$ cat src/verilog/cbrl_pkg.sv
// Constants for the option byte loader.
// Assumes one system clock and reset events delivered as single-cycle pulses.
`default_nettype none
package cbrl_pkg;
  // ----------------------------------------------------------------
  // Option byte layout
  // ----------------------------------------------------------------
  localparam logic [7:0] CBRL_ERASED = 8'hFF;
  localparam logic [7:0] CBRL_READ_LOCKED = 8'hFF;
  localparam int CBRL_BOOT_SRC_BIT = 7;
  localparam int CBRL_TBL_LOCK_BIT = 2;
  localparam int CBRL_CHIP_LOCK_BIT = 1;
  localparam int CBRL_BOD_EN_BIT = 7;
  localparam int CBRL_BOD_LVL_HI_BIT = 6;
  localparam int CBRL_BOD_LVL_LO_BIT = 5;
  localparam int CBRL_BOD_RST_BIT = 4;
  // Reserved bits of each byte, forced to ones on write
  localparam logic [7:0] CBRL_OPT0_RSVD = 8'h79;
  localparam logic [7:0] CBRL_OPT2_RSVD = 8'h0F;
  // ----------------------------------------------------------------
  // Option byte selectors on the programming port
  // ----------------------------------------------------------------
  localparam logic [1:0] CBRL_SEL_OPT0 = 2'h0;
  localparam logic [1:0] CBRL_SEL_OPT2 = 2'h2;
  // Cycles the loader spends on the copy before releasing the core
  localparam int CBRL_LOAD_CYCLES = 2;
  typedef enum logic [1:0] {
    CBRL_ST_IDLE,
    CBRL_ST_LOAD,
    CBRL_ST_DONE
  } cbrl_state_t;
endpackage : cbrl_pkg
`default_nettype wire

$ cat src/verilog/cbrl_loader.sv
// Option byte loader: copies option bits to control bits on reset events.
// Assumes reset event inputs are single-cycle pulses from the reset logic on clk_i,
// and the core stays in reset until core_release_o rises.
`timescale 1ns/1ps
`default_nettype none
module cbrl_loader #(
  parameter int LOAD_CYCLES = cbrl_pkg::CBRL_LOAD_CYCLES
) (
  // Clock and reset
  input wire logic clk_i,
  input wire logic rstn_i,
  // Reset events from the reset generator
  input wire logic hw_reset_i,
  input wire logic sw_reset_i,
  // Programming port
  input wire logic prog_i,
  input wire logic isp_i,
  input wire logic [1:0] prog_sel_i,
  input wire logic [7:0] prog_data_i,
  input wire logic chip_erase_i,
  output logic prog_refused_o,
  // Programmer read port
  input wire logic rd_i,
  input wire logic rd_opt_i,
  input wire logic [7:0] store_data_i,
  output logic [7:0] rd_data_o,
  output logic rd_valid_o,
  // Software control writes
  input wire logic boot_sel_wr_i,
  input wire logic boot_sel_wdata_i,
  input wire logic bod_wr_i,
  input wire logic [3:0] bod_wdata_i,
  // Control bits and outputs
  output logic boot_select_control_o,
  output logic boot_from_loader_o,
  output logic table_read_lock_o,
  output logic brownout_detect_enable_o,
  output logic [1:0] brownout_level_o,
  output logic brownout_reset_enable_o,
  output logic core_release_o,
  output logic [7:0] boot_security_options_o,
  output logic [7:0] brownout_options_o
);
  // ----------------------------------------------------------------
  // Parameter check
  // ----------------------------------------------------------------
  // The load counter is two bits wide, so longer loads need a wider counter
  if (LOAD_CYCLES < 1 || LOAD_CYCLES > 4) begin : g_bad_load_cycles
    $error("LOAD_CYCLES must lie between 1 and 4");
  end

  // ----------------------------------------------------------------
  // Option storage and read path
  // ----------------------------------------------------------------
  logic [7:0] opt0;
  logic [7:0] opt2;
  logic [7:0] opt_rd;

  cbrl_option_store u_store (
    .clk_i(clk_i),
    .rstn_i(rstn_i),
    .prog_i(prog_i),
    .isp_i(isp_i),
    .sel_i(prog_sel_i),
    .data_i(prog_data_i),
    .chip_erase_i(chip_erase_i),
    .opt0_o(opt0),
    .opt2_o(opt2),
    .refused_o(prog_refused_o)
  );

  assign opt_rd = (prog_sel_i == cbrl_pkg::CBRL_SEL_OPT2) ? opt2 : opt0;

  cbrl_read_gate u_rd (
    .clk_i(clk_i),
    .rstn_i(rstn_i),
    .rd_i(rd_i),
    .rd_opt_i(rd_opt_i),
    .store_data_i(store_data_i),
    .opt_data_i(opt_rd),
    .chip_lock_bit_i(opt0[cbrl_pkg::CBRL_CHIP_LOCK_BIT]),
    .rd_data_o(rd_data_o),
    .rd_valid_o(rd_valid_o)
  );

  always_ff @(posedge clk_i or negedge rstn_i) begin
    if (!rstn_i) begin
      boot_security_options_o <= cbrl_pkg::CBRL_ERASED;
      brownout_options_o <= cbrl_pkg::CBRL_ERASED;
    end else begin
      boot_security_options_o <= opt0;
      brownout_options_o <= opt2;
    end
  end

  // ----------------------------------------------------------------
  // Load sequencer
  // ----------------------------------------------------------------
  cbrl_pkg::cbrl_state_t state_r;
  logic [1:0] cnt_r;
  logic sw_kind_r;
  logic load_now;

  assign load_now = (state_r == cbrl_pkg::CBRL_ST_LOAD) && (cnt_r == 2'h0);

  // Power-up counts as a full hardware reset load
  always_ff @(posedge clk_i or negedge rstn_i) begin
    if (!rstn_i) begin
      state_r <= cbrl_pkg::CBRL_ST_LOAD;
      cnt_r <= 2'(LOAD_CYCLES - 1);
      sw_kind_r <= 1'b0;
    end else if (hw_reset_i || sw_reset_i) begin
      // Hardware reset wins when both arrive together
      state_r <= cbrl_pkg::CBRL_ST_LOAD;
      cnt_r <= 2'(LOAD_CYCLES - 1);
      sw_kind_r <= sw_reset_i & ~hw_reset_i;
    end else begin
      case (state_r)
        cbrl_pkg::CBRL_ST_IDLE: begin
          state_r <= cbrl_pkg::CBRL_ST_IDLE;
        end
        cbrl_pkg::CBRL_ST_LOAD: begin
          if (cnt_r == 2'h0) begin
            state_r <= cbrl_pkg::CBRL_ST_DONE;
          end else begin
            cnt_r <= cnt_r - 2'h1;
          end
        end
        cbrl_pkg::CBRL_ST_DONE: begin
          state_r <= cbrl_pkg::CBRL_ST_IDLE;
        end
        default: begin
          state_r <= cbrl_pkg::CBRL_ST_IDLE;
        end
      endcase
    end
  end

  always_ff @(posedge clk_i or negedge rstn_i) begin
    if (!rstn_i) begin
      core_release_o <= 1'b0;
    end else if (hw_reset_i || sw_reset_i) begin
      core_release_o <= 1'b0;
    end else if (state_r == cbrl_pkg::CBRL_ST_DONE) begin
      core_release_o <= 1'b1;
    end
  end

  // ----------------------------------------------------------------
  // Control copies
  // ----------------------------------------------------------------
  // Boot select keeps its value over a software reset
  always_ff @(posedge clk_i or negedge rstn_i) begin
    if (!rstn_i) begin
      boot_select_control_o <= 1'b0;
    end else if (load_now && !sw_kind_r) begin
      boot_select_control_o <= ~opt0[cbrl_pkg::CBRL_BOOT_SRC_BIT];
    end else if (boot_sel_wr_i && core_release_o) begin
      boot_select_control_o <= boot_sel_wdata_i;
    end
  end

  always_ff @(posedge clk_i or negedge rstn_i) begin
    if (!rstn_i) begin
      boot_from_loader_o <= 1'b0;
    end else if (state_r == cbrl_pkg::CBRL_ST_DONE) begin
      boot_from_loader_o <= boot_select_control_o;
    end
  end

  always_ff @(posedge clk_i or negedge rstn_i) begin
    if (!rstn_i) begin
      table_read_lock_o <= 1'b0;
    end else if (load_now) begin
      table_read_lock_o <= ~opt0[cbrl_pkg::CBRL_TBL_LOCK_BIT];
    end
  end

  always_ff @(posedge clk_i or negedge rstn_i) begin
    if (!rstn_i) begin
      brownout_detect_enable_o <= 1'b1;
      brownout_level_o <= 2'h3;
      brownout_reset_enable_o <= 1'b1;
    end else if (load_now) begin
      brownout_detect_enable_o <= opt2[cbrl_pkg::CBRL_BOD_EN_BIT];
      brownout_level_o <= {opt2[cbrl_pkg::CBRL_BOD_LVL_HI_BIT],
                           opt2[cbrl_pkg::CBRL_BOD_LVL_LO_BIT]};
      brownout_reset_enable_o <= opt2[cbrl_pkg::CBRL_BOD_RST_BIT];
    end else if (bod_wr_i && core_release_o) begin
      brownout_detect_enable_o <= bod_wdata_i[3];
      brownout_level_o <= bod_wdata_i[2:1];
      brownout_reset_enable_o <= bod_wdata_i[0];
    end
  end

  // ----------------------------------------------------------------
  // Checks
  // ----------------------------------------------------------------
  // software reset keeps
  sw_keeps_bootsel_a: assert property (@(posedge clk_i) disable iff (!rstn_i)
    sw_reset_i && !hw_reset_i && !boot_sel_wr_i ##1 (!hw_reset_i && !boot_sel_wr_i)[*3]
    |-> $stable(boot_select_control_o))
    else $error("software reset changed boot select");
  hw_loads_bootsel_a: assert property (@(posedge clk_i) disable iff (!rstn_i)
    hw_reset_i && !sw_reset_i ##1 (!hw_reset_i && !sw_reset_i)[*2]
    |=> boot_select_control_o == ~$past(opt0[cbrl_pkg::CBRL_BOOT_SRC_BIT]))
    else $error("boot select not loaded from inverted option");
  release_after_load_a: assert property (@(posedge clk_i) disable iff (!rstn_i)
    (hw_reset_i || sw_reset_i) |=> !core_release_o ##0 !core_release_o [*3])
    else $error("core released before option load");
  release_holds_a: assert property (@(posedge clk_i) disable iff (!rstn_i)
    core_release_o && !hw_reset_i && !sw_reset_i |=> core_release_o)
    else $error("core release dropped without a reset");
  boot_uses_sel_a: assert property (@(posedge clk_i) disable iff (!rstn_i)
    state_r == cbrl_pkg::CBRL_ST_DONE |=> boot_from_loader_o == $past(boot_select_control_o))
    else $error("boot store not taken from boot select");
  bod_loaded_a: assert property (@(posedge clk_i) disable iff (!rstn_i)
    load_now |=> brownout_detect_enable_o == $past(opt2[7]) &&
    brownout_level_o == $past(opt2[6:5]) && brownout_reset_enable_o == $past(opt2[4]))
    else $error("brown-out controls not loaded");
  tbl_lock_a: assert property (@(posedge clk_i) disable iff (!rstn_i)
    load_now |=> table_read_lock_o == !$past(opt0[2]))
    else $error("table read lock wrong after load");
  sw_write_holds_a: assert property (@(posedge clk_i) disable iff (!rstn_i)
    boot_sel_wr_i && core_release_o && !load_now
    |=> boot_select_control_o == $past(boot_sel_wdata_i))
    else $error("software write to boot select lost");
  held_write_a: assert property (@(posedge clk_i) disable iff (!rstn_i)
    boot_sel_wr_i && !core_release_o && !load_now |=> $stable(boot_select_control_o))
    else $error("boot select written while core held");
  bod_write_a: assert property (@(posedge clk_i) disable iff (!rstn_i)
    bod_wr_i && core_release_o && !load_now
    |=> {brownout_detect_enable_o, brownout_level_o, brownout_reset_enable_o}
        == $past(bod_wdata_i))
    else $error("software write to brown-out controls lost");

  sw_reset_c: cover property (@(posedge clk_i) disable iff (!rstn_i)
    sw_reset_i ##[1:4] core_release_o);
  hw_reset_c: cover property (@(posedge clk_i) disable iff (!rstn_i)
    hw_reset_i ##[1:4] core_release_o);
  locked_read_c: cover property (@(posedge clk_i) disable iff (!rstn_i)
    rd_i && !opt0[1]);
  held_write_c: cover property (@(posedge clk_i) disable iff (!rstn_i)
    boot_sel_wr_i && !core_release_o);
  soft_write_c: cover property (@(posedge clk_i) disable iff (!rstn_i)
    boot_sel_wr_i && core_release_o);
endmodule : cbrl_loader
`default_nettype wire

$ cat src/verilog/cbrl_option_store.sv
// Non-volatile option byte storage with programmer write and erase paths.
// Assumes program and erase requests are single-cycle pulses on clk_i.
`timescale 1ns/1ps
`default_nettype none
module cbrl_option_store (
  // Clock and reset
  input wire logic clk_i,
  input wire logic rstn_i,
  // Programming requests
  input wire logic prog_i,
  input wire logic isp_i,
  input wire logic [1:0] sel_i,
  input wire logic [7:0] data_i,
  input wire logic chip_erase_i,
  // Stored bytes
  output logic [7:0] opt0_o,
  output logic [7:0] opt2_o,
  output logic refused_o
);
  logic locked;
  logic wr_ok;
  assign locked = ~opt0_o[cbrl_pkg::CBRL_CHIP_LOCK_BIT];
  assign wr_ok = prog_i & (isp_i | ~locked);

  // ----------------------------------------------------------------
  // Storage
  // ----------------------------------------------------------------
  // Reset models a blank part; real parts keep contents across resets.
  always_ff @(posedge clk_i or negedge rstn_i) begin
    if (!rstn_i) begin
      opt0_o <= cbrl_pkg::CBRL_ERASED;
      opt2_o <= cbrl_pkg::CBRL_ERASED;
    end else if (chip_erase_i) begin
      opt0_o <= cbrl_pkg::CBRL_ERASED;
      opt2_o <= cbrl_pkg::CBRL_ERASED;
    end else if (wr_ok) begin
      if (sel_i == cbrl_pkg::CBRL_SEL_OPT0) begin
        opt0_o <= opt0_o & (data_i | cbrl_pkg::CBRL_OPT0_RSVD);
      end
      if (sel_i == cbrl_pkg::CBRL_SEL_OPT2) begin
        opt2_o <= opt2_o & (data_i | cbrl_pkg::CBRL_OPT2_RSVD);
      end
    end
  end

  always_ff @(posedge clk_i or negedge rstn_i) begin
    if (!rstn_i) begin
      refused_o <= 1'b0;
    end else begin
      refused_o <= prog_i & ~isp_i & locked & ~chip_erase_i;
    end
  end

  refuse_when_locked_a: assert property (@(posedge clk_i) disable iff (!rstn_i)
    prog_i && !isp_i && locked && !chip_erase_i |=> refused_o && $stable(opt0_o))
    else $error("locked option byte was programmed");
  erase_unlocks_a: assert property (@(posedge clk_i) disable iff (!rstn_i)
    chip_erase_i |=> opt0_o == 8'hFF && opt2_o == 8'hFF)
    else $error("chip erase left option bits programmed");
endmodule : cbrl_option_store
`default_nettype wire

$ cat src/verilog/cbrl_read_gate.sv
// Programmer read path with chip lock masking.
// Assumes the store data arrives from logic on clk_i.
`timescale 1ns/1ps
`default_nettype none
module cbrl_read_gate (
  // Clock and reset
  input wire logic clk_i,
  input wire logic rstn_i,
  // Read request
  input wire logic rd_i,
  input wire logic rd_opt_i,
  input wire logic [7:0] store_data_i,
  input wire logic [7:0] opt_data_i,
  input wire logic chip_lock_bit_i,
  // Answer
  output logic [7:0] rd_data_o,
  output logic rd_valid_o
);
  always_ff @(posedge clk_i or negedge rstn_i) begin
    if (!rstn_i) begin
      rd_data_o <= cbrl_pkg::CBRL_READ_LOCKED;
      rd_valid_o <= 1'b0;
    end else begin
      rd_valid_o <= rd_i;
      if (rd_i) begin
        if (rd_opt_i) begin
          rd_data_o <= opt_data_i;
        end else if (!chip_lock_bit_i) begin
          rd_data_o <= cbrl_pkg::CBRL_READ_LOCKED;
        end else begin
          rd_data_o <= store_data_i;
        end
      end
    end
  end

  locked_read_ff_a: assert property (@(posedge clk_i) disable iff (!rstn_i)
    rd_i && !rd_opt_i && !chip_lock_bit_i |=> rd_valid_o && rd_data_o == 8'hFF)
    else $error("locked store read returned contents");
endmodule : cbrl_read_gate
`default_nettype wire
$ cat config.mk
export PLATFORM = sky130hd
export DESIGN_NAME = cbrl_loader
export DESIGN_NICKNAME = d
export VERILOG_FILES = /design/src/verilog/cbrl_pkg.sv /design/src/verilog/cbrl_loader.sv /design/src/verilog/cbrl_option_store.sv /design/src/verilog/cbrl_read_gate.sv
export SDC_FILE = /design/constraint.sdc
export NUM_CORES = 1
export LEC_CHECK = 0
export BUFFER_PORTS_ARGS = -buffer_cell sky130_fd_sc_hd__buf_2
export CAP_MARGIN = 20
export CORE_MARGIN = 2
export CORE_UTILIZATION = 50
export DETAILED_ROUTE_END_ITERATION = 8
export PLACE_DENSITY = 0.76
export SLEW_MARGIN = 30
export SYNTH_ARGS = -nofsm -noshare
export SYNTH_HDL_FRONTEND = slang
export SYNTH_HIERARCHICAL = 1
export SYNTH_SLANG_ARGS = --single-unit
$ cat constraint.sdc
create_clock -name clk_i -period 2.14 [get_ports clk_i]
set_clock_uncertainty 0.05 [all_clocks]
set_input_delay 0 -clock clk_i [delete_from_list [all_inputs] [get_ports clk_i]]
set_output_delay 0 -clock clk_i [all_outputs]
set_load 0.05 [all_outputs]
* Word level (Yosys, flattened, before mapping) *
Index checks and enable logic that the tools add are counted.

word-level totals
  bits in registers = 55
  input bits = 34
  output and inout port bits = 34
  logic and storage cells = 80

operators by class
  $add $sub $neg = 1
  equal/unequal tests = 5
  muxes and demuxes = 25
  bitwise logic cells = 14
  reductions and logical operators = 18

operator list
  kind                                               number
  2-to-1 mux 8 bit                                   9
  AND 8 bit                                          2
  2-to-1 mux 2 bit                                   8
  nonzero test 2 bit                                 7
  2-to-1 mux 1 bit                                   8
  NOT 1 bit                                          6
  AND reduction 2 bit                                3
  AND 1 bit                                          5
  == test 2 bit (second input constant)              2
  logical AND 1 bit                                  4
  zero test 2 bit                                    2
  != test 3 x 1 -> 1 bit (second input constant)     1
  == test 2 x 1 -> 1 bit (second input constant)     1
  != test 2 bit (second input constant)              1
  subtractor 2 x 1 -> 2 bit (second input constant)  1
  zero test 1 bit                                    1
  logical OR 1 bit                                   1
  OR 1 bit                                           1

* Logic depth before layout (Yosys ltp) *
Gate-level depths: netlist of the first run.

  depth in word-level cells = 4
  mapped depth = 6
  mapped depth without buffers = 5

* Hierarchy *
The synthesis of the first run kept the hierarchy.

modules (own cells, without submodules)
  module             times used  cells each  area each (µm²)  seq. area each (µm²)
  cbrl_loader        1           76          1,097.3          753.2
  cbrl_read_gate     1           43          496.7            235.2
  cbrl_option_store  1           34          452.9            261.5

* Least setup slack after synthesis of the first run *
Ideal clock, no wire load.

  path kind = flip-flop to flip-flop
  start point = reg cnt_r[0]
  end point = reg cnt_r[1]
  library setup time = 122 ps
  arrival = 1,364 ps
  data required time = 1,968 ps
  path slack = 604 ps
  cell stages (with the launch flop) = 6
  buffers on the path = 0
  clock period less this slack = 1,536 ps
  path through = dfstp_2 -> inv_1 -> ha_1 -> nor3b_4 -> nor2_1 -> a2111oi_1

on the way
  longest elaborated chain between the ends = 4
  elaborated cells between the ends (all ways) = 7
  classes of those cells = 1 x add/sub; 1 x eq/ne; 3 x mux; 2 x reduce/logical

RTL lines
  element                    RTL line            source
  start, declared            cbrl_loader.sv:100  logic [1:0] cnt_r;
  start signal, assigned     cbrl_loader.sv:110  cnt_r <= 2'(LOAD_CYCLES - 1);
  start signal, assigned     cbrl_loader.sv:115  cnt_r <= 2'(LOAD_CYCLES - 1);
  start signal, assigned     cbrl_loader.sv:126  cnt_r <= cnt_r - 2'h1;
  subtractor 2 x 1 -> 2 bit  cbrl_loader.sv:126
  2-to-1 mux 2 bit           cbrl_loader.sv:123  if (cnt_r == 2'h0) begin
  2-to-1 mux 2 bit           cbrl_loader.sv:118  case (state_r)
  2-to-1 mux 2 bit           cbrl_loader.sv:112  end else if (hw_reset_i || sw_reset_i) begin

Several ways; a longest one is shown, not always the timed one. The select of a mux whose other input is x is not followed.
A chain may end at the register's enable or synchronous reset.

* Worst setup path after layout of the first run *
  start point = reg u_store.opt0_o[1]
  end point = reg u_store.opt2_o[4]

on the way
  longest elaborated chain between the ends = 4

RTL lines
  element                        RTL line                 source
  start, declared                cbrl_option_store.sv:16  output logic [7:0] opt0_o,
  start signal, assigned         cbrl_option_store.sv:31  opt0_o <= cbrl_pkg::CBRL_ERASED;
  start signal, assigned         cbrl_option_store.sv:34  opt0_o <= cbrl_pkg::CBRL_ERASED;
  start signal, assigned         cbrl_option_store.sv:38  opt0_o <= opt0_o & (data_i | cbrl_pkg::CBRL_OPT0_RSVD);
  OR 1 bit                       cbrl_option_store.sv:23  assign wr_ok = prog_i & (isp_i | ~locked);
  AND 1 bit                      cbrl_option_store.sv:23
  nonzero test 2 bit (no line)   n/a
  AND reduction 2 bit (no line)  n/a
  end signal, assigned           cbrl_option_store.sv:32  opt2_o <= cbrl_pkg::CBRL_ERASED;
  end signal, assigned           cbrl_option_store.sv:35  opt2_o <= cbrl_pkg::CBRL_ERASED;
  end signal, assigned           cbrl_option_store.sv:41  opt2_o <= opt2_o & (data_i | cbrl_pkg::CBRL_OPT2_RSVD);
  end, declared                  cbrl_option_store.sv:17  output logic [7:0] opt2_o,

Every way passes these cells.

==> impl_metrics.csv, run 1 <==
group,metric,value,unit
status,status,"finished clean",
worst_setup_path,timing.critical_path.fanout_max,13,
clock_network,post_cts_hold_buffer_count,30,
drt,antenna_violating_nets_post_route,0,
cells_and_area,num-fill-cells,290,
synth,synth_async_sr_flop_share,100,%
die,design.die.area,0.00462,mm²
drt,dr.first_iter.drc_count,56,
sta,timing_worst_slew_pin_value,0.581,ns
synth,synth.net_count,188,
global_route,antenna_found_initial,0,
global_route,grt_util_all_layers,20.9,%
worst_setup_path,timing.critical_path.from_type,"register",
drt,via_per_inst,5.03,
die,placeable_core_region,0.00397,mm²
die,floorplan.initialDensity,51.5,%
worst_setup_path,critical_path_required,2.31,ns
power_and_ir_drop,peakVddDrop,0.446,mV
synth,synth_xor_area_share,0.428,%
drt,route.detailed.drc,0,
power_and_ir_drop,powerDensity,696,mW/mm²
sta,final.min_clock_period,1.94,ns
sta,setup-tns-final,0,ns
worst_setup_path,path_class,"register to register",
cells_and_area,finish.net_count,280,
job,maxCapViolations,0,
synth,synth.distinct_cells,35,
clock_network,tritoncts,"yes",
die,die_x,68.0,µm
cells_and_area,ff_latch_area,0.00125,mm²
placed_design,dp.cells,258,
sta,max-slew-margin-rel,61.2,%
clock_network,cts.reportedPaths.clkPinSlew,0.08,ns
power_and_ir_drop,power.leakage,1.18,nW
cells_and_area,area_delta_synth_final,34.4,%
synth,synthCells,153,
die,rows,23,
sta,maxSlewViolCount,0,
placed_design,io_buffers,65,
drt,drt-total-wl,4.41,mm
clock_network,cts_htree_levels,2,
clock_network,post-cts-setup-buffer-count,0,
synth,combinational_family_with_the_most_area_after_synthesis,"simple AND/OR/NAND/NOR gates",
global_route,largest_net_degree_at_the_start_of_global_routing,45,
sta,setup_ws,0.197,ns
sta,grt_setup_unrepaired,"no",
worst_setup_path,category_of_the_worst_setup_path_capture_point,"register",
synth,synth_fa_ha_area_share,0.611,%
drt,firstDrtPassIters,4,
drt,routed-via-count,1488,
synth,synth_warnings,6,
synth,dominantRegCellSynth,"sky130_fd_sc_hd__dfstp_2",
synth,yosys.area_share.simple,16.1,%
cells_and_area,antenna_cells,0,
worst_hold_path,class_of_the_tightest_hold_or_removal_check,"primary input to register",
sta,setup_viol,0,
global_route,wire_length_of_the_first_global_routing_pass,7.18,mm
die,fp.dieH,68.0,µm
synth,synth-compound-area-share,9.11,%
placed_design,dp_worst_setup_slack,0.455,ns
clock_network,clock_sinks,48,
global_route,grt_overflow,0,
synth,synth.yosys.seq_area_share,61.1,%
cells_and_area,multiInputGateArea,699,µm²
placed_design,detailedPlacementHpwl,2.68,mm
placed_design,gp_congestion,0.694,
die,pin_count,68,
synth,netlist_area_pre_place,0.00205,mm²
clock_network,cts_max_path_bufs,2,
sta,max_freq,0.515,GHz
global_route,grt_pass1_vias,1553,
drt,wl_per_cell,14.9,µm
worst_setup_path,cp_data_arrival_time,2.12,ns
synth,synth_edf_count,0,
clock_network,post_cts.resized_instances,0,
cells_and_area,final_cell_count_no_fill,296,
cells_and_area,fraction_of_final_layout_cells_sized_beyond_drive_strength_1,51.2,%
synth,mean_instance_size_in_the_synthesized_netlist,13.4,µm²
clock_network,cts.root.buffer_cell,"sky130_fd_sc_hd__clkbuf_8",
synth,post_synth_mux_area_share,7.89,%
sta,hold_viol,0,
sta,final.period_utilization,90.8,%
synth,synth-seq-cells,48,
clock_network,number_of_cts_inserted_buffers,5,
clock_network,clock_latency_reported_for_the_late_side_of_the_worst_skew_pair,0.29,ns
## report_power, final
| part | internal, mW | switching [mW] |
|---|---|---|
| logic | 0.143 | 0.249 |
| registers | 0.986 | 0.0278 |
| clock network | 0.230 | 0.281 |
## registers in the layout (all words and copies together), names as in the netlist
register and cells:
table_read_lock_o 1, boot_from_loader_o 1, brownout_level_o 2, u_rd/rd_data_o 8, cnt_r 2, u_rd/rd_valid_o 1, core_release_o 1, brownout_detect_enable_o 1
state_r 2, brownout_reset_enable_o 1, boot_security_options_o 8, boot_select_control_o 1, u_store/opt2_o 5, sw_kind_r 1, u_store/refused_o 1, u_store/opt0_o 4
brownout_options_o 8
## layout make-up
type | count | share of cell area (%)
clock buffer | 7 | 2.77
clock inverter | 1 | 0.182
inverter | 4 | 0.546
multi-input combinational | 89 | 25.4
sequential | 48 | 45.4
tap | 50 | 2.27
timing repair buffer | 97 | 23.4
## cells by family after synthesis
kind of cell / Yosys count
AOI/OAI and AO/OA: 23
xor gates and xnor gates: 1
adders and majority gates: 1
buffers and inverters: 16
DFF: 48
muxes: 15
and+or+nand+nor: 49
## cells in the final DEF, fill, tap and decap left out, types with 3 or more instances in the layout
master / count
sky130_fd_sc_hd__a21oi_1: 4
sky130_fd_sc_hd__a31o_1: 4
sky130_fd_sc_hd__a31o_2: 4
sky130_fd_sc_hd__buf_2: 64
sky130_fd_sc_hd__buf_4: 3
sky130_fd_sc_hd__clkbuf_8: 5
sky130_fd_sc_hd__dfrtp_1: 9
sky130_fd_sc_hd__dfstp_2: 39
sky130_fd_sc_hd__dlygate4sd3_1: 30
sky130_fd_sc_hd__inv_1: 4
sky130_fd_sc_hd__mux2_2: 7
sky130_fd_sc_hd__mux2i_1: 6
sky130_fd_sc_hd__nand2_1: 3
sky130_fd_sc_hd__nand2b_1: 5
sky130_fd_sc_hd__nor2_1: 8
sky130_fd_sc_hd__nor2b_1: 9
sky130_fd_sc_hd__o32a_1: 5
sky130_fd_sc_hd__or2b_1: 4
sky130_fd_sc_hd__or3b_1: 9
## cells in the mapped netlist (4+ instances only)
cell type	count	share of area, %
sky130_fd_sc_hd__a31o_2	4	1.7
sky130_fd_sc_hd__nand2b_1	5	1.5
sky130_fd_sc_hd__mux2i_1	6	2.9
sky130_fd_sc_hd__a31o_1	4	1.7
sky130_fd_sc_hd__or3b_1	9	3.9
sky130_fd_sc_hd__dfrtp_1	9	11
sky130_fd_sc_hd__nor2b_1	9	2.8
sky130_fd_sc_hd__buf_4	7	2.6
sky130_fd_sc_hd__or2b_1	4	1.5
sky130_fd_sc_hd__mux2_2	7	3.9
sky130_fd_sc_hd__dfstp_2	39	50
sky130_fd_sc_hd__o32a_1	5	2.4
sky130_fd_sc_hd__inv_1	4	0.73
sky130_fd_sc_hd__nor2_1	8	1.5
sky130_fd_sc_hd__a21oi_1	4	0.98
## per-layer routing
metal  vias to the layer above  track usage, %  wire, µm
li1                        715               -         -
met1                       723            26.4      1840
met2                        40            35.6      2270
met3                        10            4.77       208
met4                         0            6.75        91
met5                         -               0         0
## stage by stage
step	hold slack [ns]	utilization [%]	cell area [µm²]	total power, mW
finish	0.0110	69.3	2750	1.92
detailed placement	0.133	59.6	2370	1.38
global placement	0.128	59.6	2370	1.37
CTS	0.00517	69.2	2750	1.93
global route	0.0229	69.3	2750	1.99
floorplan	-0.346	-	2050	1.27
## worst max-delay path: stages (launching register included)
cell                            delay (ns)
sky130_fd_sc_hd__dfstp_2              0.65
sky130_fd_sc_hd__o21bai_1             0.23
sky130_fd_sc_hd__o32a_1               0.39
sky130_fd_sc_hd__dlygate4sd3_1        0.56
## worst paths after layout
| kind | startpoint | end | slack [ns] | cells after the start |
|---|---|---|---|---|
| worst min register to register | u_store/opt0_o[2] | boot_security_options_o[2] | 0.33 | 0 |
| worst min-delay path | store_data_i[7] | u_rd/rd_data_o[7] | 0.01 | 3 |
| max in group asynchronous | rstn_i | u_rd/rd_data_o[2] | 1.28 | 3 |
| worst max register to register | u_store/opt0_o[1] | u_store/opt2_o[4] | 0.20 | 3 |
| worst max-delay path | u_store/opt0_o[1] | u_store/opt2_o[4] | 0.20 | 3 |
| min in group asynchronous | rstn_i | core_release_o | 0.19 | 2 |
Power figures use the tool's default switching activity.
==> run 2: changes to the inputs <==
--- a/config.mk
+++ b/config.mk
@@ -9,8 +9,10 @@
 export CAP_MARGIN = 20
 export CORE_MARGIN = 2
 export CORE_UTILIZATION = 50
+export CTS_CLUSTER_DIAMETER = 60
 export DETAILED_ROUTE_END_ITERATION = 8
 export PLACE_DENSITY = 0.76
+export REMOVE_ABC_BUFFERS = 1
 export SLEW_MARGIN = 30
 export SYNTH_ARGS = -nofsm -noshare
 export SYNTH_HDL_FRONTEND = slang
==> run 2 against run 1 <==
Cell area grew 1.5%; critical path depth is the same; register-to-register slack about the same; via count up 1.7%; sequential cell count did not move; wire length decreased by 3.9%; cell count up 1.0%; count of clock-buffer cells in the layout down 1; non-clock buffer count is 3 higher; largest power group unchanged.
==> impl_metrics.csv, run 2 (synthesis results as in run 1) <==
group,metric,value,unit
worst_setup_path,timing.critical_path.from_type,"register",
clock_network,cts_max_path_bufs,2,
placed_design,io_buffers,65,
global_route,grt_overflow,0,
cells_and_area,fraction_of_final_layout_cells_sized_beyond_drive_strength_1,51.4,%
drt,via_per_inst,5.06,
sta,hold_viol,0,
worst_setup_path,cp_data_arrival_time,2.12,ns
power_and_ir_drop,p_sw,556,µW
power_and_ir_drop,combinationalPowerShare,20.2,%
placed_design,gp_congestion,0.791,
global_route,wire_length_of_the_first_global_routing_pass,6.82,mm
worst_setup_path,startpoint,"u_store/opt0_o[1]",
worst_setup_path,reg2reg_slack,0.19,ns
job,maxCapViolations,0,
die,placeable_core_region,0.00397,mm²
cells_and_area,finish.utilization,70.3,%
power_and_ir_drop,intPower,1.39,mW
die,rows,23,
die,pin_count,68,
die,die_x,68.0,µm
clock_network,number_of_cts_inserted_buffers,5,
cells_and_area,mostFrequentLayoutCell,"sky130_fd_sc_hd__buf_2",
drt,firstDrtPassIters,5,
drt,wl_per_cell,14.2,µm
sta,setup-tns-final,0,ns
sta,timing_worst_slew_pin_value,0.552,ns
clock_network,clock_latency_reported_for_the_late_side_of_the_worst_skew_pair,0.30,ns
cells_and_area,final_cell_mix,"sky130_fd_sc_hd__buf_2 (64), sky130_fd_sc_hd__dfstp_2 (39), sky130_fd_sc_hd__dlygate4sd3_1 (33)",
worst_setup_path,r2r-end,"u_store/opt0_o[7]",
worst_setup_path,worstRegToRegCells,3,
power_and_ir_drop,p_clk_share,27.7,%
sta,setup_viol,0,
drt,dr.first_iter.drc_count,65,
cells_and_area,antenna_cells,0,
worst_hold_path,class_of_the_tightest_hold_or_removal_check,"primary input to register",
worst_setup_path,critical_path_required,2.31,ns
sta,max-slew-margin-rel,63.2,%
clock_network,clock_sinks,48,
die,design.die.area,0.00462,mm²
drt,route.detailed.drc,0,
drt,routed-via-count,1514,
cells_and_area,finish.net_count,283,
worst_setup_path,path_class,"register to register",
status,status,"finished clean",
clock_network,cts.root.buffer_cell,"sky130_fd_sc_hd__clkbuf_8",
sta,max_freq,0.514,GHz
power_and_ir_drop,power.leakage,1.19,nW
sta,grt_setup_unrepaired,"no",
placed_design,detailedPlacementHpwl,2.61,mm
global_route,antenna_found_initial,0,
worst_setup_path,timing.critical_path.fanout_max,13,
clock_network,tritoncts,"yes",
power_and_ir_drop,peakVddDrop,0.456,mV
sta,final.min_clock_period,1.95,ns
worst_hold_path,worstHoldPathCells,3,
power_and_ir_drop,p_sw_share,28.5,%
power_and_ir_drop,powerDensity,697,mW/mm²
clock_network,cts_htree_levels,2,
global_route,largest_net_degree_at_the_start_of_global_routing,47,
drt,antenna_violating_nets_post_route,0,
global_route,grt_pass1_vias,1512,
clock_network,cts.reportedPaths.clkPinSlew,0.08,ns
cells_and_area,area_delta_synth_final,36.4,%
power_and_ir_drop,power_share_of_the_sequential_group,52.1,%
global_route,grt_util_all_layers,20.5,%
die,fp.dieH,68.0,µm
drt,drt-total-wl,4.24,mm
cells_and_area,reg.largest.list,"boot_security_options_o x8, brownout_options_o x8, u_rd/rd_data_o x8",
worst_setup_path,end_of_the_critical_path,"u_store/opt0_o[7]",
worst_setup_path,rr_startpoint,"u_store/opt0_o[1]",
sta,final.period_utilization,90.9,%
worst_setup_path,category_of_the_worst_setup_path_capture_point,"register",
die,floorplan.initialDensity,51.5,%
power_and_ir_drop,fin_total_pwr,1.95,mW
sta,maxSlewViolCount,0,
## run 2: cell types whose count changed in the layout (fill, tap and decap cells not counted)
cell / change
sky130_fd_sc_hd__clkinv_2: +1
sky130_fd_sc_hd__clkbuf_8: +1
sky130_fd_sc_hd__dlygate4sd3_1: +3
sky130_fd_sc_hd__clkbuf_1: -2
## run 2: power groups by stage
stage / Sequential, mW / Combinational, mW / Clock, mW
5_1_grt: 1.02 / 0.423 / 0.604
2_1_floorplan: 1.16 / 0.0964 / 0
4_1_cts: 1.01 / 0.392 / 0.565
3_3_place_gp: 1.03 / 0.343 / 0
3_5_place_dp: 1.03 / 0.349 / 0
6_report: 1.01 / 0.393 / 0.540
## run 2: worst min-delay path by stage
stage | start | to | slack, ns
after floorplan | rstn_i | boot_from_loader_o | -0.35
after global placement | isp_i | u_store/refused_o | 0.13
after detailed placement | isp_i | u_store/refused_o | 0.13
after CTS | prog_sel_i[0] | u_store/opt0_o[2] | 0.02
after global routing | prog_sel_i[0] | u_store/opt0_o[2] | 0.07
final | prog_sel_i[0] | u_store/opt0_o[2] | 0.04
## run 2: repair_timing
action	4_1_cts	5_1_grt
resized for setup	0	0
setup buffers	0	0
endpoints found under the setup margin	0	0
hold buffers	33	0
hold endpoints to repair	37	0
## run 2: per-layer routing
metal  track usage (%)  up-vias  share of wire, %
met5                 0        -                 0
met4              8.75        0               1.8
met3              5.92        7               5.4
met2              33.6       45                50
met1              25.3      743                43
li1                  -      719                 -
## run 2: worst max-delay path, cell delays in order (launching register included)
cell	delay, ns
sky130_fd_sc_hd__dfstp_2	0.65
sky130_fd_sc_hd__o21bai_1	0.21
sky130_fd_sc_hd__o32a_1	0.39
sky130_fd_sc_hd__dlygate4sd3_1	0.57
## run 2: area by class of cell
cell class | count | area, µm²
sequential | 48 | 1250
tap | 50 | 62.6
clock inverter | 2 | 10.0
clock buffer | 6 | 82.6
timing repair buffer | 100 | 673
multi-input combinational | 89 | 699
fill | 288 | 1180
inverter | 4 | 15.0
## run 2: stage by stage
step           area [µm²]  std cells  setup slack, ns  hold WS (ns)
2_1_floorplan        1960        141            0.604        -0.346
3_3_place_gp         2370        258            0.528         0.127
3_5_place_dp         2370        258            0.474         0.132
4_1_cts              2790        299            0.225        0.0239
5_1_grt              2790        299            0.101        0.0683
6_report             2790        299            0.194        0.0384
==> run 3: changes to the inputs <==
--- a/config.mk
+++ b/config.mk
@@ -6,12 +6,12 @@
 export NUM_CORES = 1
 export LEC_CHECK = 0
 export BUFFER_PORTS_ARGS = -buffer_cell sky130_fd_sc_hd__buf_2
-export CAP_MARGIN = 20
+export CAP_MARGIN = 25
 export CORE_MARGIN = 2
 export CORE_UTILIZATION = 50
 export CTS_CLUSTER_DIAMETER = 60
 export DETAILED_ROUTE_END_ITERATION = 8
-export PLACE_DENSITY = 0.76
+export PLACE_DENSITY = 0.79
 export REMOVE_ABC_BUFFERS = 1
 export SLEW_MARGIN = 30
 export SYNTH_ARGS = -nofsm -noshare
==> run 3 against run 2 <==
Total power is 2.1% higher; core utilization is 0.25 points lower; maximum frequency is 1.3% higher; cell area is 0.36% lower; hold slack worse by 0.024 ns; critical path depth stayed put; worst setup slack better by 0.024 ns; cell count is 0.67% lower; largest cell class unchanged; highest routed layer unchanged.
==> impl_metrics.csv, run 3 (synthesis results as in run 1) <==
group,metric,value,unit
worst_setup_path,timing.critical_path.from_type,"register",
global_route,largest_net_degree_at_the_start_of_global_routing,49,
cells_and_area,finish.net_count,281,
die,placeable_core_region,0.00397,mm²
worst_setup_path,worstRegToRegCells,3,
clock_network,post-cts-setup-buffer-count,0,
drt,antenna_violating_nets_post_route,0,
sta,setup_viol,0,
drt,drt-total-wl,4.16,mm
drt,routed-via-count,1493,
worst_setup_path,category_of_the_worst_setup_path_capture_point,"register",
power_and_ir_drop,powerDensity,714,mW/mm²
cells_and_area,area_delta_synth_final,35.9,%
clock_network,cts.root.buffer_cell,"sky130_fd_sc_hd__clkbuf_8",
clock_network,cts.reportedPaths.clkPinSlew,0.08,ns
die,floorplan.initialDensity,51.5,%
drt,route.detailed.drc,0,
clock_network,post_cts.resized_instances,0,
status,status,"finished clean",
cells_and_area,finish.utilization,70.1,%
drt,firstDrtPassIters,4,
sta,final.period_utilization,89.8,%
job,maxCapViolations,0,
die,pin_count,68,
clock_network,clock_sinks,48,
worst_hold_path,worstHoldPathCells,3,
power_and_ir_drop,p_sw_share,28.2,%
power_and_ir_drop,p_clk_share,29.4,%
die,fp.dieH,68.0,µm
sta,maxSlewViolCount,0,
power_and_ir_drop,power_share_of_the_sequential_group,51.0,%
global_route,antenna_found_initial,0,
power_and_ir_drop,peakVddDrop,0.520,mV
worst_setup_path,path_class,"register to register",
worst_setup_path,critical_path_required,2.32,ns
power_and_ir_drop,combinationalPowerShare,19.6,%
sta,hold_viol,0,
placed_design,io_buffers,65,
die,rows,23,
power_and_ir_drop,power.leakage,1.19,nW
placed_design,dp_worst_setup_slack,0.468,ns
global_route,wire_length_of_the_first_global_routing_pass,6.64,mm
sta,timing_worst_slew_pin_value,0.561,ns
drt,dr.first_iter.drc_count,55,
clock_network,number_of_cts_inserted_buffers,5,
clock_network,post_cts_hold_buffer_count,32,
global_route,grt_util_all_layers,19.8,%
worst_setup_path,rr_startpoint,"u_store/opt0_o[1]",
cells_and_area,fraction_of_final_layout_cells_sized_beyond_drive_strength_1,51.0,%
worst_hold_path,class_of_the_tightest_hold_or_removal_check,"primary input to register",
worst_setup_path,r2r-end,"u_store/opt2_o[6]",
cells_and_area,reg.largest.list,"boot_security_options_o x8, brownout_options_o x8, u_rd/rd_data_o x8",
worst_setup_path,reg2reg_slack,0.22,ns
sta,grt_setup_unrepaired,"no",
cells_and_area,final_cell_mix,"sky130_fd_sc_hd__buf_2 (64), sky130_fd_sc_hd__dfstp_2 (39), sky130_fd_sc_hd__dlygate4sd3_1 (32)",
worst_setup_path,cp_data_arrival_time,2.10,ns
global_route,grt_pass1_vias,1445,
power_and_ir_drop,p_sw,561,µW
worst_hold_path,hold_startpoint,"prog_data_i[7]",
sta,max_freq,0.520,GHz
clock_network,cts_max_path_bufs,2,
clock_network,cts_htree_levels,2,
clock_network,tritoncts,"yes",
sta,setup_ws,0.218,ns
cells_and_area,mostFrequentLayoutCell,"sky130_fd_sc_hd__buf_2",
power_and_ir_drop,intPower,1.43,mW
cells_and_area,antenna_cells,0,
drt,wl_per_cell,14.0,µm
global_route,grt_overflow,0,
sta,setup-tns-final,0,ns
cells_and_area,num-fill-cells,295,
placed_design,gp_congestion,0.737,
die,die_x,68.0,µm
worst_hold_path,worst_hold_path.endpoint,"u_store/opt2_o[7]",
drt,via_per_inst,5.03,
die,design.die.area,0.00462,mm²
sta,max-slew-margin-rel,62.6,%
placed_design,detailedPlacementHpwl,2.44,mm
clock_network,clock_latency_reported_for_the_late_side_of_the_worst_skew_pair,0.30,ns
worst_setup_path,timing.critical_path.fanout_max,13,
sta,final.min_clock_period,1.92,ns
==> run 3: cell types whose count changed in the layout (fill, tap and decap cells not counted), sizes merged <==
cell         change
buf              -1
clkbuf           +2
clkinv           -2
dlygate4sd3      -1
==> run 3: power by group through the flow <==
| stage | Sequential (mW) | Combinational (mW) | Clock (mW) |
|---|---|---|---|
| after global placement | 1.03 | 0.342 | 0 |
| final | 1.01 | 0.389 | 0.584 |
| after CTS | 1.01 | 0.388 | 0.601 |
| after detailed placement | 1.03 | 0.346 | 0 |
| after global routing | 1.02 | 0.419 | 0.638 |
| after floorplan | 1.16 | 0.0964 | 0 |
==> run 3: metal layers <==
metal	global-route usage [%]	vias up	share of wire, %	wire length, µm
li1	-	719	-	-
met1	25.8	719	44	1840
met2	30.7	46	48	2010
met3	4.44	9	5.0	210
met4	10.5	0	2.4	98
met5	0	-	0	0
==> run 3: worst max-delay path, stage by stage, from the launching register on <==
cell and delay, ns:
sky130_fd_sc_hd__dfstp_2 0.66, sky130_fd_sc_hd__o21bai_1 0.20, sky130_fd_sc_hd__o32a_1 0.37, sky130_fd_sc_hd__dlygate4sd3_1 0.57
==> run 3: cell type report <==
class | instances | area (µm²) | area share (%)
clock buffers | 8 | 100 | 3.60
multi-input cells | 89 | 699 | 25.1
repair buffers | 98 | 656 | 23.6
flip-flops and latches | 48 | 1250 | 44.9
inverters | 4 | 15.0 | 0.540
well taps | 50 | 62.6 | 2.25
==> run 3: worst max path at each step <==
stage	start	endpoint
after global placement	cnt_r[0]	cnt_r[1]
after CTS	u_store/opt0_o[1]	u_store/opt2_o[5]
after detailed placement	cnt_r[0]	cnt_r[1]
after global routing	u_store/opt0_o[1]	u_store/opt0_o[7]
after floorplan	cnt_r[0]	cnt_r[1]
final	u_store/opt0_o[1]	u_store/opt2_o[6]
==> run 3: through the flow <==
step	instance area [µm²]	hold slack, ns	power [mW]	instances
after floorplan	1960	-0.346	1.26	141
after CTS	2780	0.00572	2.00	297
final	2780	0.0147	1.99	297
after detailed placement	2360	-0.0128	1.37	257
after global placement	2360	0.128	1.37	257
after global routing	2780	0.0464	2.08	297
